### src/verilog/gph_pkg.sv
// package: constants for the bus protocol mode handler
package gph_pkg;
   // ---------------------------------------------------------------
   // register offsets (byte addresses)
   // ---------------------------------------------------------------
   localparam logic [7:0] CTRL_OFS = 8'h00;
   localparam logic [7:0] STAT_OFS = 8'h04;
   localparam logic [7:0] STORE_OFS = 8'h08;
   // ---------------------------------------------------------------
   // control register fields
   // ---------------------------------------------------------------
   localparam int CTRL_PROT_BIT = 0;
   localparam int CTRL_DUAL_BIT = 1;
   localparam int CTRL_CHAN_BIT = 2;
   // ---------------------------------------------------------------
   // status register fields
   // ---------------------------------------------------------------
   localparam int ST_HOLD_BIT = 0;
   localparam int ST_MAV_BIT = 1;
   localparam int ST_QPEND_BIT = 2;
   localparam int ST_PSTUCK_BIT = 3;
   localparam int ST_OBUSY_BIT = 4;
   localparam int ST_BLINK_BIT = 5;
   localparam int ST_LOCK_BIT = 6;
   localparam int ST_FMT_BIT = 7;
   localparam int ST_REMOTE_BIT = 8;
   localparam int ST_OPC_BIT = 9;
   // ---------------------------------------------------------------
   // reset values and encodings
   // ---------------------------------------------------------------
   localparam logic PROT_EXCHANGE = 1'b1;
   localparam logic PROT_FAST = 1'b0;
   localparam logic PROT_FACTORY = PROT_EXCHANGE;
   localparam logic DUAL_RESET = 1'b0;
   localparam logic CHAN_ONE = 1'b0;
   localparam logic CHAN_TWO = 1'b1;
   localparam logic [1:0] READ_NONE = 2'h0;
   localparam logic [1:0] READ_ONE = 2'h1;
   localparam logic [1:0] READ_TWO = 2'h2;
   localparam logic [1:0] READ_DUAL = 2'h3;
   // ---------------------------------------------------------------
   // synchronised pin indices
   // ---------------------------------------------------------------
   localparam int PIN_TALK = 0;
   localparam int PIN_DCL = 1;
   localparam int PIN_IFC = 2;
   localparam int PIN_GTL = 3;
   localparam int PIN_LLO = 4;
   localparam int PIN_LKEY = 5;
   localparam int PIN_REN = 6;
   localparam int PIN_COUNT = 7;
   // ---------------------------------------------------------------
   // start-up load state machine
   // ---------------------------------------------------------------
   typedef enum logic [0:0] {
      LD_WAIT = 1'b0,
      LD_DONE = 1'b1
   } gph_load_e;
endpackage

### src/verilog/gph_mode_handler.sv
// module: bus protocol mode handler with talk trigger and apb registers
//
// Behaviour
// - protocol flag: 1 selects message-exchange protocol, 0 selects fast protocol; readable
// - unprogrammed storage gives the message-exchange protocol
// - changing protocol clears only the blinking remote indicator, unless remote enable rises with it; all other state is kept
// - protocol choice is written to storage and reloaded after power-up
// - a protocol change clears the blinking remote indicator unless remote enable rises in the same cycle
// - in fast mode device clear or interface clear abandons a pending query
// - in fast mode talk before terminator jams input parser until a clear
// - partly read response keeps output task busy until terminator or clear
// - fast mode holds off bus at terminator until commands done or error
// - operation-complete and wait commands still complete in fast mode
// - fast mode talk without query triggers a read of active channel
// - fast mode sets message-available when query processing completes
// - fast mode formats response at first talk addressing for it
// - go-to-local cancels lockout; local key works unless locked out
// - one response may be read across several talk addressings
// - dual setting returns channel one then channel two; else active channel
// - dual setting accepted always, acts only in fast mode
// - dual setting powers up off; reset clears it
// - dual talk trigger leaves channel two active
`timescale 1ns/1ps
module gph_mode_handler (
   // clock, reset, enable
   input wire logic clk,
   input wire logic rst,
   input wire logic ce,
   // apb slave
   input wire logic psel,
   input wire logic penable,
   input wire logic pwrite,
   input wire logic [7:0] paddr,
   input wire logic [31:0] pwdata,
   output logic [31:0] prdata,
   output logic pready,
   output logic pslverr,
   // bus pins from the interface front end (asynchronous)
   input wire logic talk_pin,
   input wire logic dcl_pin,
   input wire logic ifc_pin,
   input wire logic gtl_pin,
   input wire logic llo_pin,
   input wire logic local_key_pin,
   input wire logic ren_pin,
   // message parser events (same clock)
   input wire logic query_rx,
   input wire logic line_busy,
   input wire logic term_rx,
   input wire logic cmds_done,
   input wire logic parse_err,
   input wire logic opc_cmd,
   input wire logic query_done,
   input wire logic outbuf_nonempty,
   input wire logic resp_term_sent,
   // nonvolatile storage
   input wire logic store_valid,
   input wire logic store_prot,
   output logic store_wr,
   output logic store_wr_data,
   // outputs to instrument
   output logic hold_off,
   output logic mav,
   output logic [1:0] trig_read,
   output logic fmt_req,
   output logic opc_done,
   output logic remote_blink,
   output logic lockout,
   output logic parser_reset
);
   // ---------------------------------------------------------------
   // pin synchronisers
   // ---------------------------------------------------------------
   logic [gph_pkg::PIN_COUNT-1:0] pin_raw;
   logic [gph_pkg::PIN_COUNT-1:0] sync1_reg;
   logic [gph_pkg::PIN_COUNT-1:0] sync2_reg;
   logic [gph_pkg::PIN_COUNT-1:0] prev_reg;
   logic [gph_pkg::PIN_COUNT-1:0] rise;
   assign pin_raw = {ren_pin, local_key_pin, llo_pin, gtl_pin, ifc_pin, dcl_pin, talk_pin};
   genvar gi;
   generate
      for (gi = 0; gi < gph_pkg::PIN_COUNT; gi++) begin : g_sync
         always_ff @(posedge clk or posedge rst) begin
            if (rst) begin
               sync1_reg[gi] <= 1'b0;
               sync2_reg[gi] <= 1'b0;
               prev_reg[gi] <= 1'b0;
            end else if (ce) begin
               sync1_reg[gi] <= pin_raw[gi];
               sync2_reg[gi] <= sync1_reg[gi];
               prev_reg[gi] <= sync2_reg[gi];
            end
         end
         assign rise[gi] = sync2_reg[gi] & ~prev_reg[gi];
      end
   endgenerate
   logic talk_rise;
   logic clear_ev;
   logic ren_fall;
   assign talk_rise = rise[gph_pkg::PIN_TALK];
   assign clear_ev = rise[gph_pkg::PIN_DCL] | rise[gph_pkg::PIN_IFC];
   assign ren_fall = ~sync2_reg[gph_pkg::PIN_REN] & prev_reg[gph_pkg::PIN_REN];
   // ---------------------------------------------------------------
   // apb decode
   // ---------------------------------------------------------------
   function automatic logic is_mapped(input logic [7:0] a);
      is_mapped = (a == gph_pkg::CTRL_OFS) || (a == gph_pkg::STAT_OFS) || (a == gph_pkg::STORE_OFS);
   endfunction
   logic acc;
   logic ctrl_wr;
   assign acc = psel & penable & pready;
   assign ctrl_wr = acc & pwrite & (paddr == gph_pkg::CTRL_OFS);
   // ---------------------------------------------------------------
   // state declarations
   // ---------------------------------------------------------------
   gph_pkg::gph_load_e load_reg;
   logic prot_reg;
   logic dual_reg;
   logic chan_reg;
   logic qpend_reg;
   logic fmt_reg;
   logic obusy_reg;
   logic pstuck_reg;
   logic remote_reg;
   logic opc_pend_reg;
   logic fast;
   logic prot_next;
   logic prot_change;
   logic auto_trig;
   assign fast = (prot_reg == gph_pkg::PROT_FAST);
   assign prot_next = pwdata[gph_pkg::CTRL_PROT_BIT];
   assign prot_change = ctrl_wr & (prot_next != prot_reg);
   // talk with nothing pending and no response in progress
   assign auto_trig = fast & talk_rise & ~qpend_reg & ~obusy_reg & ~mav & ~line_busy & ~pstuck_reg;
   // ---------------------------------------------------------------
   // apb answer
   // ---------------------------------------------------------------
   logic [31:0] stat_word;
   always_comb begin
      stat_word = 32'h0000_0000;
      stat_word[gph_pkg::ST_HOLD_BIT] = hold_off;
      stat_word[gph_pkg::ST_MAV_BIT] = mav;
      stat_word[gph_pkg::ST_QPEND_BIT] = qpend_reg;
      stat_word[gph_pkg::ST_PSTUCK_BIT] = pstuck_reg;
      stat_word[gph_pkg::ST_OBUSY_BIT] = obusy_reg;
      stat_word[gph_pkg::ST_BLINK_BIT] = remote_blink;
      stat_word[gph_pkg::ST_LOCK_BIT] = lockout;
      stat_word[gph_pkg::ST_FMT_BIT] = fmt_reg;
      stat_word[gph_pkg::ST_REMOTE_BIT] = remote_reg;
      stat_word[gph_pkg::ST_OPC_BIT] = opc_pend_reg;
   end
   always_ff @(posedge clk or posedge rst) begin
      if (rst) begin
         pready <= 1'b0;
         pslverr <= 1'b0;
         prdata <= 32'h0000_0000;
      end else if (ce) begin
         pready <= psel & ~penable;
         pslverr <= psel & ~penable & ~is_mapped(paddr);
         prdata <= 32'h0000_0000;
         if (psel & ~penable & ~pwrite) begin
            case (paddr)
               gph_pkg::CTRL_OFS: prdata <= {29'h0000_0000, chan_reg, dual_reg, prot_reg};
               gph_pkg::STAT_OFS: prdata <= stat_word;
               gph_pkg::STORE_OFS: prdata <= {30'h0000_0000, store_valid, store_prot};
               default: prdata <= 32'h0000_0000;
            endcase
         end
      end
   end
   // ---------------------------------------------------------------
   // protocol select and storage
   // ---------------------------------------------------------------
   always_ff @(posedge clk or posedge rst) begin
      if (rst) begin
         load_reg <= gph_pkg::LD_WAIT;
         prot_reg <= gph_pkg::PROT_FACTORY;
         store_wr <= 1'b0;
         store_wr_data <= gph_pkg::PROT_FACTORY;
      end else if (ce) begin
         store_wr <= 1'b0;
         case (load_reg)
            gph_pkg::LD_WAIT: begin
               load_reg <= gph_pkg::LD_DONE;
               prot_reg <= store_valid ? store_prot : gph_pkg::PROT_FACTORY;
            end
            gph_pkg::LD_DONE: begin
               if (prot_change) begin
                  prot_reg <= prot_next;
                  store_wr <= 1'b1;
                  store_wr_data <= prot_next;
               end
            end
            default: load_reg <= gph_pkg::LD_WAIT;
         endcase
      end
   end
   // ---------------------------------------------------------------
   // dual talk setting and active channel
   // ---------------------------------------------------------------
   always_ff @(posedge clk or posedge rst) begin
      if (rst) begin
         dual_reg <= gph_pkg::DUAL_RESET;
         chan_reg <= gph_pkg::CHAN_ONE;
      end else if (ce) begin
         if (ctrl_wr) begin
            dual_reg <= pwdata[gph_pkg::CTRL_DUAL_BIT];
            chan_reg <= pwdata[gph_pkg::CTRL_CHAN_BIT];
         end
         if (auto_trig & dual_reg) begin
            chan_reg <= gph_pkg::CHAN_TWO;
         end
      end
   end
   // ---------------------------------------------------------------
   // talk trigger and response formatting
   // ---------------------------------------------------------------
   always_ff @(posedge clk or posedge rst) begin
      if (rst) begin
         trig_read <= gph_pkg::READ_NONE;
         fmt_req <= 1'b0;
         fmt_reg <= 1'b0;
      end else if (ce) begin
         trig_read <= gph_pkg::READ_NONE;
         fmt_req <= 1'b0;
         if (auto_trig) begin
            if (dual_reg) begin
               trig_read <= gph_pkg::READ_DUAL;
            end else begin
               trig_read <= chan_reg ? gph_pkg::READ_TWO : gph_pkg::READ_ONE;
            end
         end
         if (fast & talk_rise & mav & ~fmt_reg) begin
            fmt_req <= 1'b1;
            fmt_reg <= 1'b1;
         end else if (clear_ev | resp_term_sent) begin
            fmt_reg <= 1'b0;
         end
      end
   end
   // ---------------------------------------------------------------
   // query, message available and output task
   // ---------------------------------------------------------------
   always_ff @(posedge clk or posedge rst) begin
      if (rst) begin
         qpend_reg <= 1'b0;
         mav <= 1'b0;
         obusy_reg <= 1'b0;
      end else if (ce) begin
         if (query_rx | auto_trig) begin
            qpend_reg <= 1'b1;
         end else if (clear_ev | query_done) begin
            qpend_reg <= 1'b0;
         end
         if (fast) begin
            if (query_done & qpend_reg) begin
               mav <= 1'b1;
            end else if (clear_ev | resp_term_sent) begin
               mav <= 1'b0;
            end
         end else begin
            mav <= outbuf_nonempty & ~clear_ev;
         end
         if (talk_rise & (mav | qpend_reg)) begin
            obusy_reg <= 1'b1;
         end else if (clear_ev | resp_term_sent) begin
            obusy_reg <= 1'b0;
         end
      end
   end
   // ---------------------------------------------------------------
   // input parser jam, hold-off, operation complete
   // ---------------------------------------------------------------
   always_ff @(posedge clk or posedge rst) begin
      if (rst) begin
         pstuck_reg <= 1'b0;
         parser_reset <= 1'b0;
         hold_off <= 1'b0;
         opc_pend_reg <= 1'b0;
         opc_done <= 1'b0;
      end else if (ce) begin
         parser_reset <= clear_ev;
         if (fast & talk_rise & line_busy) begin
            pstuck_reg <= 1'b1;
         end else if (clear_ev) begin
            pstuck_reg <= 1'b0;
         end
         if (fast & term_rx) begin
            hold_off <= 1'b1;
         end else if (cmds_done | parse_err) begin
            hold_off <= 1'b0;
         end
         opc_done <= 1'b0;
         if (opc_cmd) begin
            opc_pend_reg <= 1'b1;
         end else if (opc_pend_reg & (cmds_done | parse_err)) begin
            opc_pend_reg <= 1'b0;
            opc_done <= 1'b1;
         end
      end
   end
   // ---------------------------------------------------------------
   // remote, local and lockout
   // ---------------------------------------------------------------
   always_ff @(posedge clk or posedge rst) begin
      if (rst) begin
         remote_reg <= 1'b0;
         remote_blink <= 1'b0;
         lockout <= 1'b0;
      end else if (ce) begin
         if (rise[gph_pkg::PIN_LLO]) begin
            lockout <= 1'b1;
         end else if (rise[gph_pkg::PIN_GTL] | ren_fall) begin
            lockout <= 1'b0;
         end
         if (rise[gph_pkg::PIN_REN]) begin
            remote_reg <= 1'b1;
         end else if (ren_fall | (rise[gph_pkg::PIN_GTL] & ~fast)) begin
            remote_reg <= 1'b0;
         end else if (rise[gph_pkg::PIN_LKEY] & ~lockout) begin
            remote_reg <= 1'b0;
         end
         if (rise[gph_pkg::PIN_REN]) begin
            remote_blink <= 1'b1;
         end else if (prot_change | ~remote_reg) begin
            remote_blink <= 1'b0;
         end
      end
   end
endmodule

### config.mk
export PLATFORM = sky130hd
export DESIGN_NAME = gph_mode_handler
export DESIGN_NICKNAME = d
export VERILOG_FILES = /design/src/verilog/gph_pkg.sv /design/src/verilog/gph_mode_handler.sv
export SDC_FILE = /design/constraint.sdc
export NUM_CORES = 1
export LEC_CHECK = 0
export BUFFER_PORTS_ARGS = -buffer_cell sky130_fd_sc_hd__buf_2
export CORE_UTILIZATION = 45
export CTS_CLUSTER_DIAMETER = 100
export DETAILED_ROUTE_END_ITERATION = 8
export GPL_TIMING_DRIVEN = 0
export PLACE_DENSITY = 0.79
export SLEW_MARGIN = 20
export SYNTH_ARGS = -nofsm -noshare
export SYNTH_HDL_FRONTEND = slang
export SYNTH_SLANG_ARGS = --single-unit
### constraint.sdc
create_clock -name clk -period 2.7 [get_ports clk]
set_clock_uncertainty 0.15 [all_clocks]
set_input_delay 0.405 -clock clk [delete_from_list [all_inputs] [get_ports clk]]
set_output_delay 0.405 -clock clk [all_outputs]
set_load 0.01 [all_outputs]
[Word-level counts from Yosys, hierarchy flattened]
Cells that the tools add are included.
W data, S select, Z words.
Word-level totals
  bits of input ports: 64
  flip-flop bits (word level): 76
  logic and storage cells: 175
  output and inout bits: 45
Operators by class
  mux-type cells: 35
  equality and inequality tests: 4
  bitwise operators: 64
  reduce and logical (&&, ||, !) cells: 28
Operators with widths (number)
  $and A1 B1 Y1: 33
  $pmux W10 S3: 1
  $mux W1: 29
  $reduce_and A2 Y1: 13
  $not A1 Y1: 22
  $reduce_bool A2 Y1: 9
  $mux W10: 1
  $or A1 B1 Y1: 9
  $eq A8 B3 Y1 const B: 1
  $eq A8 B4 Y1 const B: 1
  $logic_not A8 Y1: 1
  $mux W2: 3
  $reduce_bool A3 Y1: 2
  $reduce_and A3 Y1: 1
  $logic_or A1 B1 Y1: 2
  $ne A2 B1 Y1 const B: 1
  $pmux W1 S2: 1
  $ne A1 B1 Y1: 1

[Depth between registers and ports, before layout]
Gate-level depths: netlist of run 1.
  word-level depth: 11
  depth in mapped cells: 5
  depth with buffers taken out: 4

[Least setup slack after synthesis of run 1]
OpenSTA, ideal clock, no wires.
  kind: input -> register
  from: input paddr[2]
  to: register dual_reg
  buffers on the path: 1
  setup slack: 1.039 ns
  stages: 5
  library setup time: 0.128 ns
  arrival: 1.383 ns
  required time: 2.422 ns
  path through: buf_2 and4bb_1 nand3_1 nor2_1 mux2_1
On the way
  word-level cells in the longest chain between the ends: 3
Ends and longest elaborated chain
  start: declaration: line gph_mode_handler.sv:33  | input wire logic [7:0] paddr,
  $logic_not A8 Y1: line gph_mode_handler.sv:112  | assign ctrl_wr = acc & pwrite & (paddr == gph_pkg::CTRL_OFS);
  $and A1 B1 Y1: line gph_mode_handler.sv:112
  $reduce_and A2 Y1 (no line)
  end signal: assignment: line gph_mode_handler.sv:203  | dual_reg <= gph_pkg::DUAL_RESET;
  end signal: assignment: line gph_mode_handler.sv:207  | dual_reg <= pwdata[gph_pkg::CTRL_DUAL_BIT];
  end: declaration: line gph_mode_handler.sv:118  | logic dual_reg;
No other way between the ends.
A chain may end at the register's enable or synchronous reset.

[Final worst setup path of run 1]
  from: register prot_reg
  to: register chan_reg
On the way
  word-level cells in the longest chain between the ends: 10
  elaborated cells on any way between the ends: 11
  classes of those cells: mux (1); bitwise (8); reduce/logical (2)
Ends and longest elaborated chain
  start: declaration: line gph_mode_handler.sv:117  | logic prot_reg;
  start signal: assignment: line gph_mode_handler.sv:177  | prot_reg <= gph_pkg::PROT_FACTORY;
  start signal: assignment: line gph_mode_handler.sv:185  | prot_reg <= store_valid ? store_prot : gph_pkg::PROT_FACTORY;
  start signal: assignment: line gph_mode_handler.sv:189  | prot_reg <= prot_next;
  $not A1 Y1 *: line gph_mode_handler.sv:130  | assign fast = (prot_reg == gph_pkg::PROT_FAST);
  $and A1 B1 Y1 * (6 in a row): line gph_mode_handler.sv:134  | assign auto_trig = fast & talk_rise & ~qpend_reg & ~obusy_reg & ~mav & ~line_busy & ~pstuck_reg;
  $and A1 B1 Y1 *: line gph_mode_handler.sv:210  | if (auto_trig & dual_reg) begin
  $reduce_bool A2 Y1 (no line)
  $reduce_and A2 Y1 (no line)
  end signal: assignment: line gph_mode_handler.sv:204  | chan_reg <= gph_pkg::CHAN_ONE;
  end signal: assignment: line gph_mode_handler.sv:208  | chan_reg <= pwdata[gph_pkg::CTRL_CHAN_BIT];
  end signal: assignment: line gph_mode_handler.sv:211  | chan_reg <= gph_pkg::CHAN_TWO;
  end: declaration: line gph_mode_handler.sv:119  | logic chan_reg;
Mark *: on every way between the ends. The rest lies on a longest branch, timed or not.

==> results of run 1 <==
[layout by cell type (no fill, tap or decap), types with 3 or more instances in the layout]
cell type / instances
nand2_1: 11
inv_1: 9
buf_2: 62
o2bb2ai_1: 7
dfrtp_1: 52
mux2_1: 20
mux2i_1: 3
conb_1: 22
clkbuf_8: 6
nand3b_1: 3
nor2_1: 11
buf_4: 22
nor2b_1: 5
o21ai_1: 9
nand3_1: 6
a21oi_1: 9
a22o_1: 8
[through the flow]
step / cell area, um2 / std cells / worst slack [ns] / utilization (%)
6_report: 3080 / 374 / 0.956 / 58.9
5_1_grt: 3080 / 374 / 0.865 / 58.9
4_1_cts: 3080 / 374 / 0.942 / 58.9
3_5_place_dp: 2980 / 365 / 0.764 / 56.9
3_3_place_gp: 2960 / 364 / 0.242 / 56.5
2_1_floorplan: 2590 / 238 / 0.834 / -
[logic make-up (layout without fill, tap and decap cells)]
group | count (synthesis) | count (layout) | share of synthesized area [%]
AO/OA/AOI/OAI | 47 | 47 | 13.4
XOR/XNOR | 1 | 1 | 0.348
buffers and inverters | 42 | 108 | 9.85
flip-flops | 54 | 54 | 53.8
multiplexers | 23 | 23 | 10.1
other | 1 | 22 | 0.149
AND/OR/NAND/NOR | 49 | 49 | 12.2
[metal layers]
metal  vias to the layer above  wire [um]  GRT usage, %
li1                        901          -             -
met1                       866       2260          22.6
met2                        63       2320          28.2
met3                         7        343          6.07
met4                         0         42          5.38
met5                         -          0             0
[area by class of cell]
type	instances	area share, %
Clock buffer	7	2.80
Clock inverter	1	0.162
Timing Repair Buffer	58	10.1
Inverter	12	1.46
Multi-Input combinational cell	142	32.2
Buffer	30	6.57
Tap cell	70	2.84
Sequential cell	54	43.9
[worst min path at each step]
stage / from / endpoint / slack [ns] / cells past startpoint
final: opc_cmd / opc_done / 0.13 / 2
after global routing: opc_cmd / opc_done / 0.13 / 2
after CTS: opc_cmd / opc_done / 0.11 / 2
after detailed placement: rst / sync2_reg[3] / 0.27 / 2
after global placement: prev_reg[6] / remote_reg / 0.31 / 1
after floorplan: prev_reg[6] / remote_reg / 0.30 / 1
[worst reg2reg max path: cells and delay by family (launching register included)]
kind	cells	cell delay [ns]
AO/OA/AOI/OAI	1	0.29
buffers and inverters	2	0.30
AND/OR/NAND/NOR	2	0.37
flip-flops	1	0.52
[power breakdown]
part           switching [uW]  internal (uW)
Sequential               60.6            890
Combinational             143            133
Clock                     250            207
Total                     454           1230
==> results by group, run 1 <==
Global route
  – First-pass GRT wire length: 8180 um
  – GRT overflow: 0
  – GRT Overall Usage: 17.7%
  – Largest net degree at the start of global routing: 37
  – Vias in the first global route: 1,760
  – Initial antenna violation count: 0

Pwr
  – Pwr dens: 546 mW/mm2
  – Overall power: 1680 uW
  – IR drop worst, VDD: 0.000385 V
  – Leakage: 0.00156 uW

Critical path
  – FF-to-FF path depth: 5
  – CP top delay family: flip-flops
  – Beginning of the critical path: prot_reg
  – CP max stage cell: dfstp_2
  – Signal arrival time at the worst endpoint: 1.79 ns
  – Slowest stage delay, CP: 0.52 ns
  – Critical path class: flop to flop
  – Critical path capture point: chan_reg
  – CP required: 2.75 ns
  – Crit path max fanout: 8
  – Crit start category: flop
  – Worst setup EP type: flop
  – Buffers plus inverters on the worst setup path: 2
  – Crit. path cell count: 5
  – Critical R2R Launch: prot_reg
  – Reg-to-reg slack, setup: 0.96 ns
  – Critical Path, Cell by Cell: buf_2, and4bb_1, nand3_1, clkinv_1, a221o_1
  – Critical R2R Capture: chan_reg

STA
  – Worst Max-Slew Pin Slew: 0.511 ns
  – Crit share post-route: 64.6%
  – Final setup viols: 0
  – RSZ-0062 raised after global routing: no
  – Hold slack: 0.125 ns
  – Tmin final: 1.74 ns
  – Setup_tns: 0 ns
  – Max Clock Freq: 573 MHz
  – Worst rel slew slack: 65.9%
  – Final hold viol count: 0
  – Max-slew violation count: 0

Place
  – Hpwl dp: 3730 um
  – Number of port buffers: 56
  – Gpl congestion: 0.854

Floorplanning
  – Row count: 26
  – # IOs: 109
  – Die W: 76.8 um
  – Chip height: 76.8 um
  – Die ar.: 0.00589 mm2
  – Initial Util: 48.0%
  – Core area: 0.00524 mm2

Clock tree
  – Clock transition at the registers of the reported paths: 0.09 ns
  – CTS resizes: 0
  – CTS tree: yes
  – CTS Buffer Depth: 2
  – Cts hold-fix bufs: 1
  – Number of H-tree levels: 2
  – Clock sink count: 54
  – Total CTS buffers: 5
  – Root Driver: clkbuf_8
  – Clock Latency Late Sink: 0.30 ns
  – Setup bufs post-CTS: 0

Detailed routing
  – 1st-iter DRT viols: 72
  – Post-DR vias/cell: 4.91
  – Routed Antenna Nets: 0
  – 1st-pass router iterations: 4
  – Routed via count: 1,837
  – Total wire length: 4970 um
  – Number of remaining DRC errors: 0
  – Drt wl/cell: 13.3 um

Synth
  – Most common cell in the synthesized netlist: dfrtp_1
  – Synthesized flop and latch total: 54
  – Synth area leader: dfrtp_1
  – Yosys warns: 0
  – Main synth FF type: dfrtp_1
  – Post-synthesis cell type count: 43
  – Mapped Cells: 217
  – Synth async-reset ratio: 100%
  – Sequential area share after synthesis: 53.8%
  – Top cell type's share of synthesized area: 51.7%
  – Synth Area per Inst: 11.6 um2
  – Top cells by area, synth: dfrtp_1 (52%), mux2_1 (9.0%), buf_4 (6.6%)
  – Mapped Area: 0.00251 mm2
  – Post-synth EDFFs: 0
  – Most frequent cells after synthesis: dfrtp_1 (52), buf_4 (22), mux2_1 (20), nand2_1 (11), nor2_1 (11)

Cells and area
  – Fillers: 488
  – Multi-input gate area: 992 um2
  – Largest register FFs: 10
  – Ratio of cells with drive above 1 in the final layout: 32.6%
  – # diodes: 0
  – Largest reg by FF count: prdata
  – Register Area: 0.00135 mm2
  – Nets: 367
  – Synth-to-layout area growth: 22.6%

Status
  – Status: completed

Job
  – Max-Cap Viols: 0

Worst hold path
  – Min-Delay Path Class: input pin to flop
Note: power is estimated with default switching activity, not from simulation.
==> run 2, diff against run 1 <==
==> constraint.sdc (replaced) <==
create_clock -name clk -period 1.8 [get_ports clk]
set_clock_uncertainty 0.15 [all_clocks]
set_input_delay 0.27 -clock clk [delete_from_list [all_inputs] [get_ports clk]]
set_output_delay 0.27 -clock clk [all_outputs]
set_load 0.01 [all_outputs]
==> run 2 against run 1 <==
Count of clock-buffer cells in the layout unchanged. Routed wire length up 0.46%. Sequential share of layout area down 0.25 points. Highest routed layer unchanged. Critical endpoint unchanged. Global-route usage unchanged. Cell count up 0.53%. Critical path depth unchanged. Die area unchanged. Fmax up 0.23%. Worst setup slack worse by 0.90 ns. Critical path type unchanged. Register-to-register slack worse by 0.90 ns.
==> results by group, run 2 (synthesis gave the netlist of run 1 again) <==
Detailed routing
  – Total wire length: 4990 um
  – 1st-iter DRT viols: 99
  – Number of remaining DRC errors: 0
  – Post-DR vias/cell: 4.85
  – Routed via count: 1,822
  – 1st-pass router iterations: 4
  – Drt wl/cell: 13.3 um
  – Routed Antenna Nets: 0

Critical path
  – Signal arrival time at the worst endpoint: 1.79 ns
  – Critical R2R Capture: chan_reg
  – Beginning of the critical path: prot_reg
  – Critical path class: flop to flop
  – Slowest stage delay, CP: 0.52 ns
  – Crit path max fanout: 8
  – Critical path capture point: chan_reg
  – CP required: 1.85 ns
  – CP max stage cell: dfstp_2
  – Critical R2R Launch: prot_reg
  – Critical Path, Cell by Cell: buf_2, and4bb_1, nand3_1, clkinv_1, a221o_1
  – Worst setup EP type: flop
  – Crit start category: flop
  – Reg-to-reg slack, setup: 0.06 ns
  – FF-to-FF path depth: 5

Cells and area
  – Most frequent cells in the layout: buf_2 (62), dfrtp_1 (52), buf_4 (23), conb_1 (22), mux2_1 (20)
  – Synth-to-layout area growth: 23.3%
  – # diodes: 0
  – Largest reg by FF count: prdata
  – Nets: 369
  – Ratio of cells with drive above 1 in the final layout: 32.7%
  – Largest register FFs: 10
  – Fillers: 487
  – Most common cell after layout, fill and taps aside: buf_2

Clock tree
  – CTS Buffer Depth: 2
  – Clock sink count: 54
  – Clock transition at the registers of the reported paths: 0.09 ns
  – Number of H-tree levels: 2
  – Clock Latency Late Sink: 0.31 ns
  – CTS tree: yes
  – Root Driver: clkbuf_8
  – Total CTS buffers: 5

Global route
  – GRT overflow: 0
  – Vias in the first global route: 1,760
  – Largest net degree at the start of global routing: 37
  – First-pass GRT wire length: 8180 um
  – GRT Overall Usage: 17.7%
  – Initial antenna violation count: 0

STA
  – Hold slack: 0.0192 ns
  – Final setup viols: 0
  – Max Clock Freq: 575 MHz
  – Max-slew violation count: 0
  – Final hold viol count: 0
  – Setup WS post-layout: 0.0599 ns
  – Worst Max-Slew Pin Slew: 0.518 ns
  – Worst rel slew slack: 65.5%
  – Setup_tns: 0 ns
  – Crit share post-route: 96.7%
  – Tmin final: 1.74 ns
  – RSZ-0062 raised after global routing: no

Floorplanning
  – Core area: 0.00524 mm2
  – Row count: 26
  – Chip height: 76.8 um
  – Die ar.: 0.00589 mm2
  – Die W: 76.8 um
  – Initial Util: 48.0%
  – # IOs: 109

Place
  – Pre-CTS setup slack: -0.00111 ns
  – Gpl congestion: 0.854
  – Hpwl dp: 3730 um
  – Number of port buffers: 56

Pwr
  – Leakage: 0.00157 uW
  – Pwr dens: 817 mW/mm2
  – IR drop worst, VDD: 0.000578 V

Status
  – Status: completed

Worst hold path
  – Hold Path Stages: 2
  – Min-Delay Path Class: input pin to flop

Job
  – Max-Cap Viols: 0
==> run 2: changes by cell type in the layout (fill, tap and decap cells not counted) <==
| cell | before | now |
|---|---|---|
| buf_4 | 22 | 23 |
| dlygate4sd3_1 | 1 | 2 |
==> run 2: how the worst min path moves through the flow <==
stage | from | end | slack (ns)
2_1_floorplan | opc_cmd | opc_done | 0.20
3_3_place_gp | opc_cmd | opc_done | 0.31
3_5_place_dp | rst | sync2_reg[3] | 0.13
4_1_cts | local_key_pin | sync1_reg[5] | 0.02
5_1_grt | pwdata[1] | dual_reg | 0.02
6_report | local_key_pin | sync1_reg[5] | 0.02
==> run 2: layer usage <==
metal	vias to the layer above	track usage, %	share of wire (%)
met1	853	22.6	46
met3	5	5.95	6.2
li1	902	-	-
met5	-	0	0
met4	0	5.38	0.92
met2	62	28.2	46
==> run 2: power breakdown <==
part	switching [uW]	leakage (uW)	internal (uW)	total (uW)
Sequential	90.7	0.000676	1340	1430
Combinational	216	0.000842	201	417
Clock	379	0.0000482	311	690
Total	686	0.00157	1850	2530
==> run 2: timing repair <==
action	4_1_cts	5_1_grt
buffers inserted	0	1
endpoints found under the hold margin	19	0
gates resized for setup	0	0
hold buffers	2	0
setup endpoints to repair	0	3
==> run 2: worst max-delay path: cells and delay by family, from the launching register on <==
family,cells,cell delay (ns)
compound gates,1,0.29
buf+inv,2,0.30
flops,1,0.52
simple gates,2,0.36
==> run 2: layout make-up <==
cell class / count / area (um2) / area share [%]
multi-input combinational: 142 / 992 / 32.0
clock buffer: 7 / 86.3 / 2.78
clock inverter: 1 / 5.00 / 0.161
inverter: 12 / 45.0 / 1.45
sequential: 54 / 1350 / 43.7
timing repair buffer: 60 / 328 / 10.6
tap: 70 / 87.6 / 2.82
buffer: 30 / 203 / 6.54
==> run 2: stage by stage <==
step	instances	instance area, um2	util, %	total power [uW]
finish	376	3100	59.2	2530
global route	376	3100	59.2	2660
CTS	375	3090	59.1	2550
detailed placement	365	2980	56.9	1870
global placement	364	2960	56.5	1850
floorplan	238	2590	-	1710
==> run 3, diff against run 2 <==
--- a/config.mk
+++ b/config.mk
@@ -5,11 +5,13 @@
 export SDC_FILE = /design/constraint.sdc
 export NUM_CORES = 1
 export LEC_CHECK = 0
+export ABC_AREA = 1
 export BUFFER_PORTS_ARGS = -buffer_cell sky130_fd_sc_hd__buf_2
 export CORE_UTILIZATION = 45
 export CTS_CLUSTER_DIAMETER = 100
 export DETAILED_ROUTE_END_ITERATION = 8
 export GPL_TIMING_DRIVEN = 0
+export MAX_ROUTING_LAYER = met4
 export PLACE_DENSITY = 0.79
 export SLEW_MARGIN = 20
 export SYNTH_ARGS = -nofsm -noshare
==> run 3 against run 2 <==
Register-to-register slack improved by 0.27 ns. Flip-flop and latch count did not move. Non-clock buffer count rose by 1. Count of clock-buffer cells in the layout fell by 1. First-iteration DRC count rose by 38%. Cell area rose by 2.9%. Synthesized cell count rose by 40%. Critical path depth rose by 2. Hold slack got worse by 0.015 ns. Global-route usage rose by 2.3 points. Routed wire length rose by 11%. Clock power rose by 18%.
==> results by group, run 3 <==
STA
  – Setup_tns: 0 ns
  – Tmin final: 1.47 ns
  – Final setup viols: 0
  – Hold slack: 0.00430 ns
  – Max-slew violation count: 0
  – Worst rel slew slack: 62.8%
  – Max Clock Freq: 680 MHz
  – Final hold viol count: 0
  – Worst Max-Slew Pin Slew: 0.558 ns
  – Crit share post-route: 81.7%
  – RSZ-0062 raised after global routing: no

Clock tree
  – Clock transition at the registers of the reported paths: 0.10 ns
  – Total CTS buffers: 5
  – CTS tree: yes
  – Setup bufs post-CTS: 0
  – Clock Latency Late Sink: 0.31 ns
  – Root Driver: clkbuf_8
  – CTS Buffer Depth: 2
  – Clock sink count: 54
  – Number of H-tree levels: 2

Synth
  – Synth area leader: dfrtp_1
  – Synthesized flop and latch total: 54
  – Main synth FF type: dfrtp_1
  – Top cell type's share of synthesized area: 50.2%
  – Top cells by area, synth: dfrtp_1 (50%), nand2_1 (14%), o21ai_0 (6.8%)
  – Sequential area share after synthesis: 52.2%
  – Synth Area per Inst: 8.53 um2
  – Synth async-reset ratio: 100%
  – Mapped Area: 0.00259 mm2
  – Yosys warns: 0
  – Post-synth EDFFs: 0
  – Most frequent cells after synthesis: nand2_1 (100), dfrtp_1 (52), o21ai_0 (35), inv_1 (26), buf_4 (23)
  – Mapped Cells: 304
  – Most common cell in the synthesized netlist: nand2_1
  – Post-synthesis cell type count: 30

Detailed routing
  – 1st-pass router iterations: 4
  – 1st-iter DRT viols: 137
  – Routed Antenna Nets: 0
  – Drt wl/cell: 11.9 um
  – Routed via count: 2,154
  – Total wire length: 5520 um
  – Number of remaining DRC errors: 0
  – Post-DR vias/cell: 4.64

Cells and area
  – Nets: 455
  – Multi-input gate area: 988 um2
  – Synth-to-layout area growth: 23.1%
  – Largest reg by FF count: prdata
  – Post-Layout Cell Count: 464
  – Ratio of cells with drive above 1 in the final layout: 28.8%
  – Fillers: 516
  – Largest register FFs: 10
  – Most common cell after layout, fill and taps aside: nand2_1
  – Most frequent cells in the layout: nand2_1 (100), buf_2 (62), dfrtp_1 (52), o21ai_0 (35), inv_1 (25)
  – Design Area, Final: 0.00319 mm2
  – # diodes: 0
  – Register Area: 0.00135 mm2

Floorplanning
  – Die W: 77.9 um
  – Row count: 27
  – Core area: 0.00554 mm2
  – Chip height: 77.9 um
  – Die ar.: 0.00607 mm2
  – Initial Util: 46.8%
  – # IOs: 109

Global route
  – GRT overflow: 0
  – Initial antenna violation count: 0
  – Vias in the first global route: 1,988
  – GRT Overall Usage: 20.0%
  – Largest net degree at the start of global routing: 30
  – First-pass GRT wire length: 9020 um

Place
  – Number of port buffers: 56
  – Placed cell area: 0.00306 mm2
  – DP Cell Count: 454
  – Hpwl dp: 4220 um
  – Gpl congestion: 0.930

Critical path
  – Signal arrival time at the worst endpoint: 1.53 ns
  – Critical path class: flop to flop
  – Worst setup EP type: flop
  – Crit start category: flop
  – Crit path max fanout: 8
  – CP required: 1.86 ns

Pwr
  – IR drop worst, VDD: 0.000332 V
  – Overall power: 2660 uW
  – Pwr dens: 833 mW/mm2
  – Leakage: 0.00181 uW

Status
  – Status: completed

Job
  – Max-Cap Viols: 0

Worst hold path
  – Min-Delay Path Class: input pin to flop
==> run 3: cell count changes in the layout (fill, tap and decap cells not counted), sizes merged, moves of 5 or more <==
cell	change
o21ai	+28
o2bb2ai	-7
a21oi	-7
nor2b	-5
nand2	+92
nand3	+6
inv	+17
mux2	-20
nor2	+9
==> run 3: cells by family after synthesis <==
| logic type | synth area share [%] |
|---|---|
| DFF | 52.2 |
| and+or+nand+nor | 23.9 |
| AOI/OAI and AO/OA | 10.7 |
| xor gates and xnor gates | 0.338 |
| other | 0.145 |
| buffers and inverters | 12.7 |
==> run 3: area by class of cell <==
class                   count  area share (%)
flip-flops and latches     54            42.4
repair buffers             59            10.0
inverters                  28            3.37
clock buffers               6            2.27
clock inverters             2            1.18
plain buffers              32            6.94
multi-input cells         211            31.0
well taps                  72            2.82
==> run 3: worst max-delay path, cell delays in order, from the launching register on <==
cell and delay, ns:
dfstp_2 0.53, buf_6 0.13, xor2_1 0.17, nand3_2 0.15
nand2_1 0.09, nand2_1 0.05, nand2_1 0.06, nand2_1 0.04
==> run 3: final timing paths <==
path | startpoint | endpoint | slack [ns] | cells after the start
max | prot_reg | remote_blink | 0.33 | 7
max reg2reg | prot_reg | remote_blink | 0.33 | 7
max in group asynchronous | rst | prot_reg | 0.48 | 4
min | opc_cmd | opc_done | 0.004 | 2
min in group asynchronous | rst | prdata[5] | 0.39 | 3
min reg2reg | sync1_reg[0] | sync1_reg[0] | 0.33 | 2
==> run 3: where the power goes <==
part / total [uW] / internal [uW] / switching (uW)
Clock: 813 / 415 / 398
Sequential: 1420 / 1340 / 81.9
Combinational: 428 / 173 / 255
Total: 2660 / 1920 / 735
==> run 3: through the flow <==
stage,utilization [%],setup WS (ns)
detailed placement,55.3,0.336
floorplan,-,0.0687
finish,57.6,0.330
global placement,54.9,-0.549
CTS,57.6,0.321
global route,57.6,0.219
==> run 3: metal layers <==
metal  share of wire [%]  routed length (um)  GRT usage (%)
met3                 6.0                 331           4.35
met5                   0                   0              -
met2                  48                2670           33.1
met1                  44                2420           24.5
met4                 1.7                  95           6.48
==> run 3: repair_timing <==
item / 4_1_cts / 5_1_grt
endpoints found under the hold margin: 25 / 0
resized for setup: 0 / 0
endpoints found under the setup margin: 0 / 0
hold buffers: 2 / 0
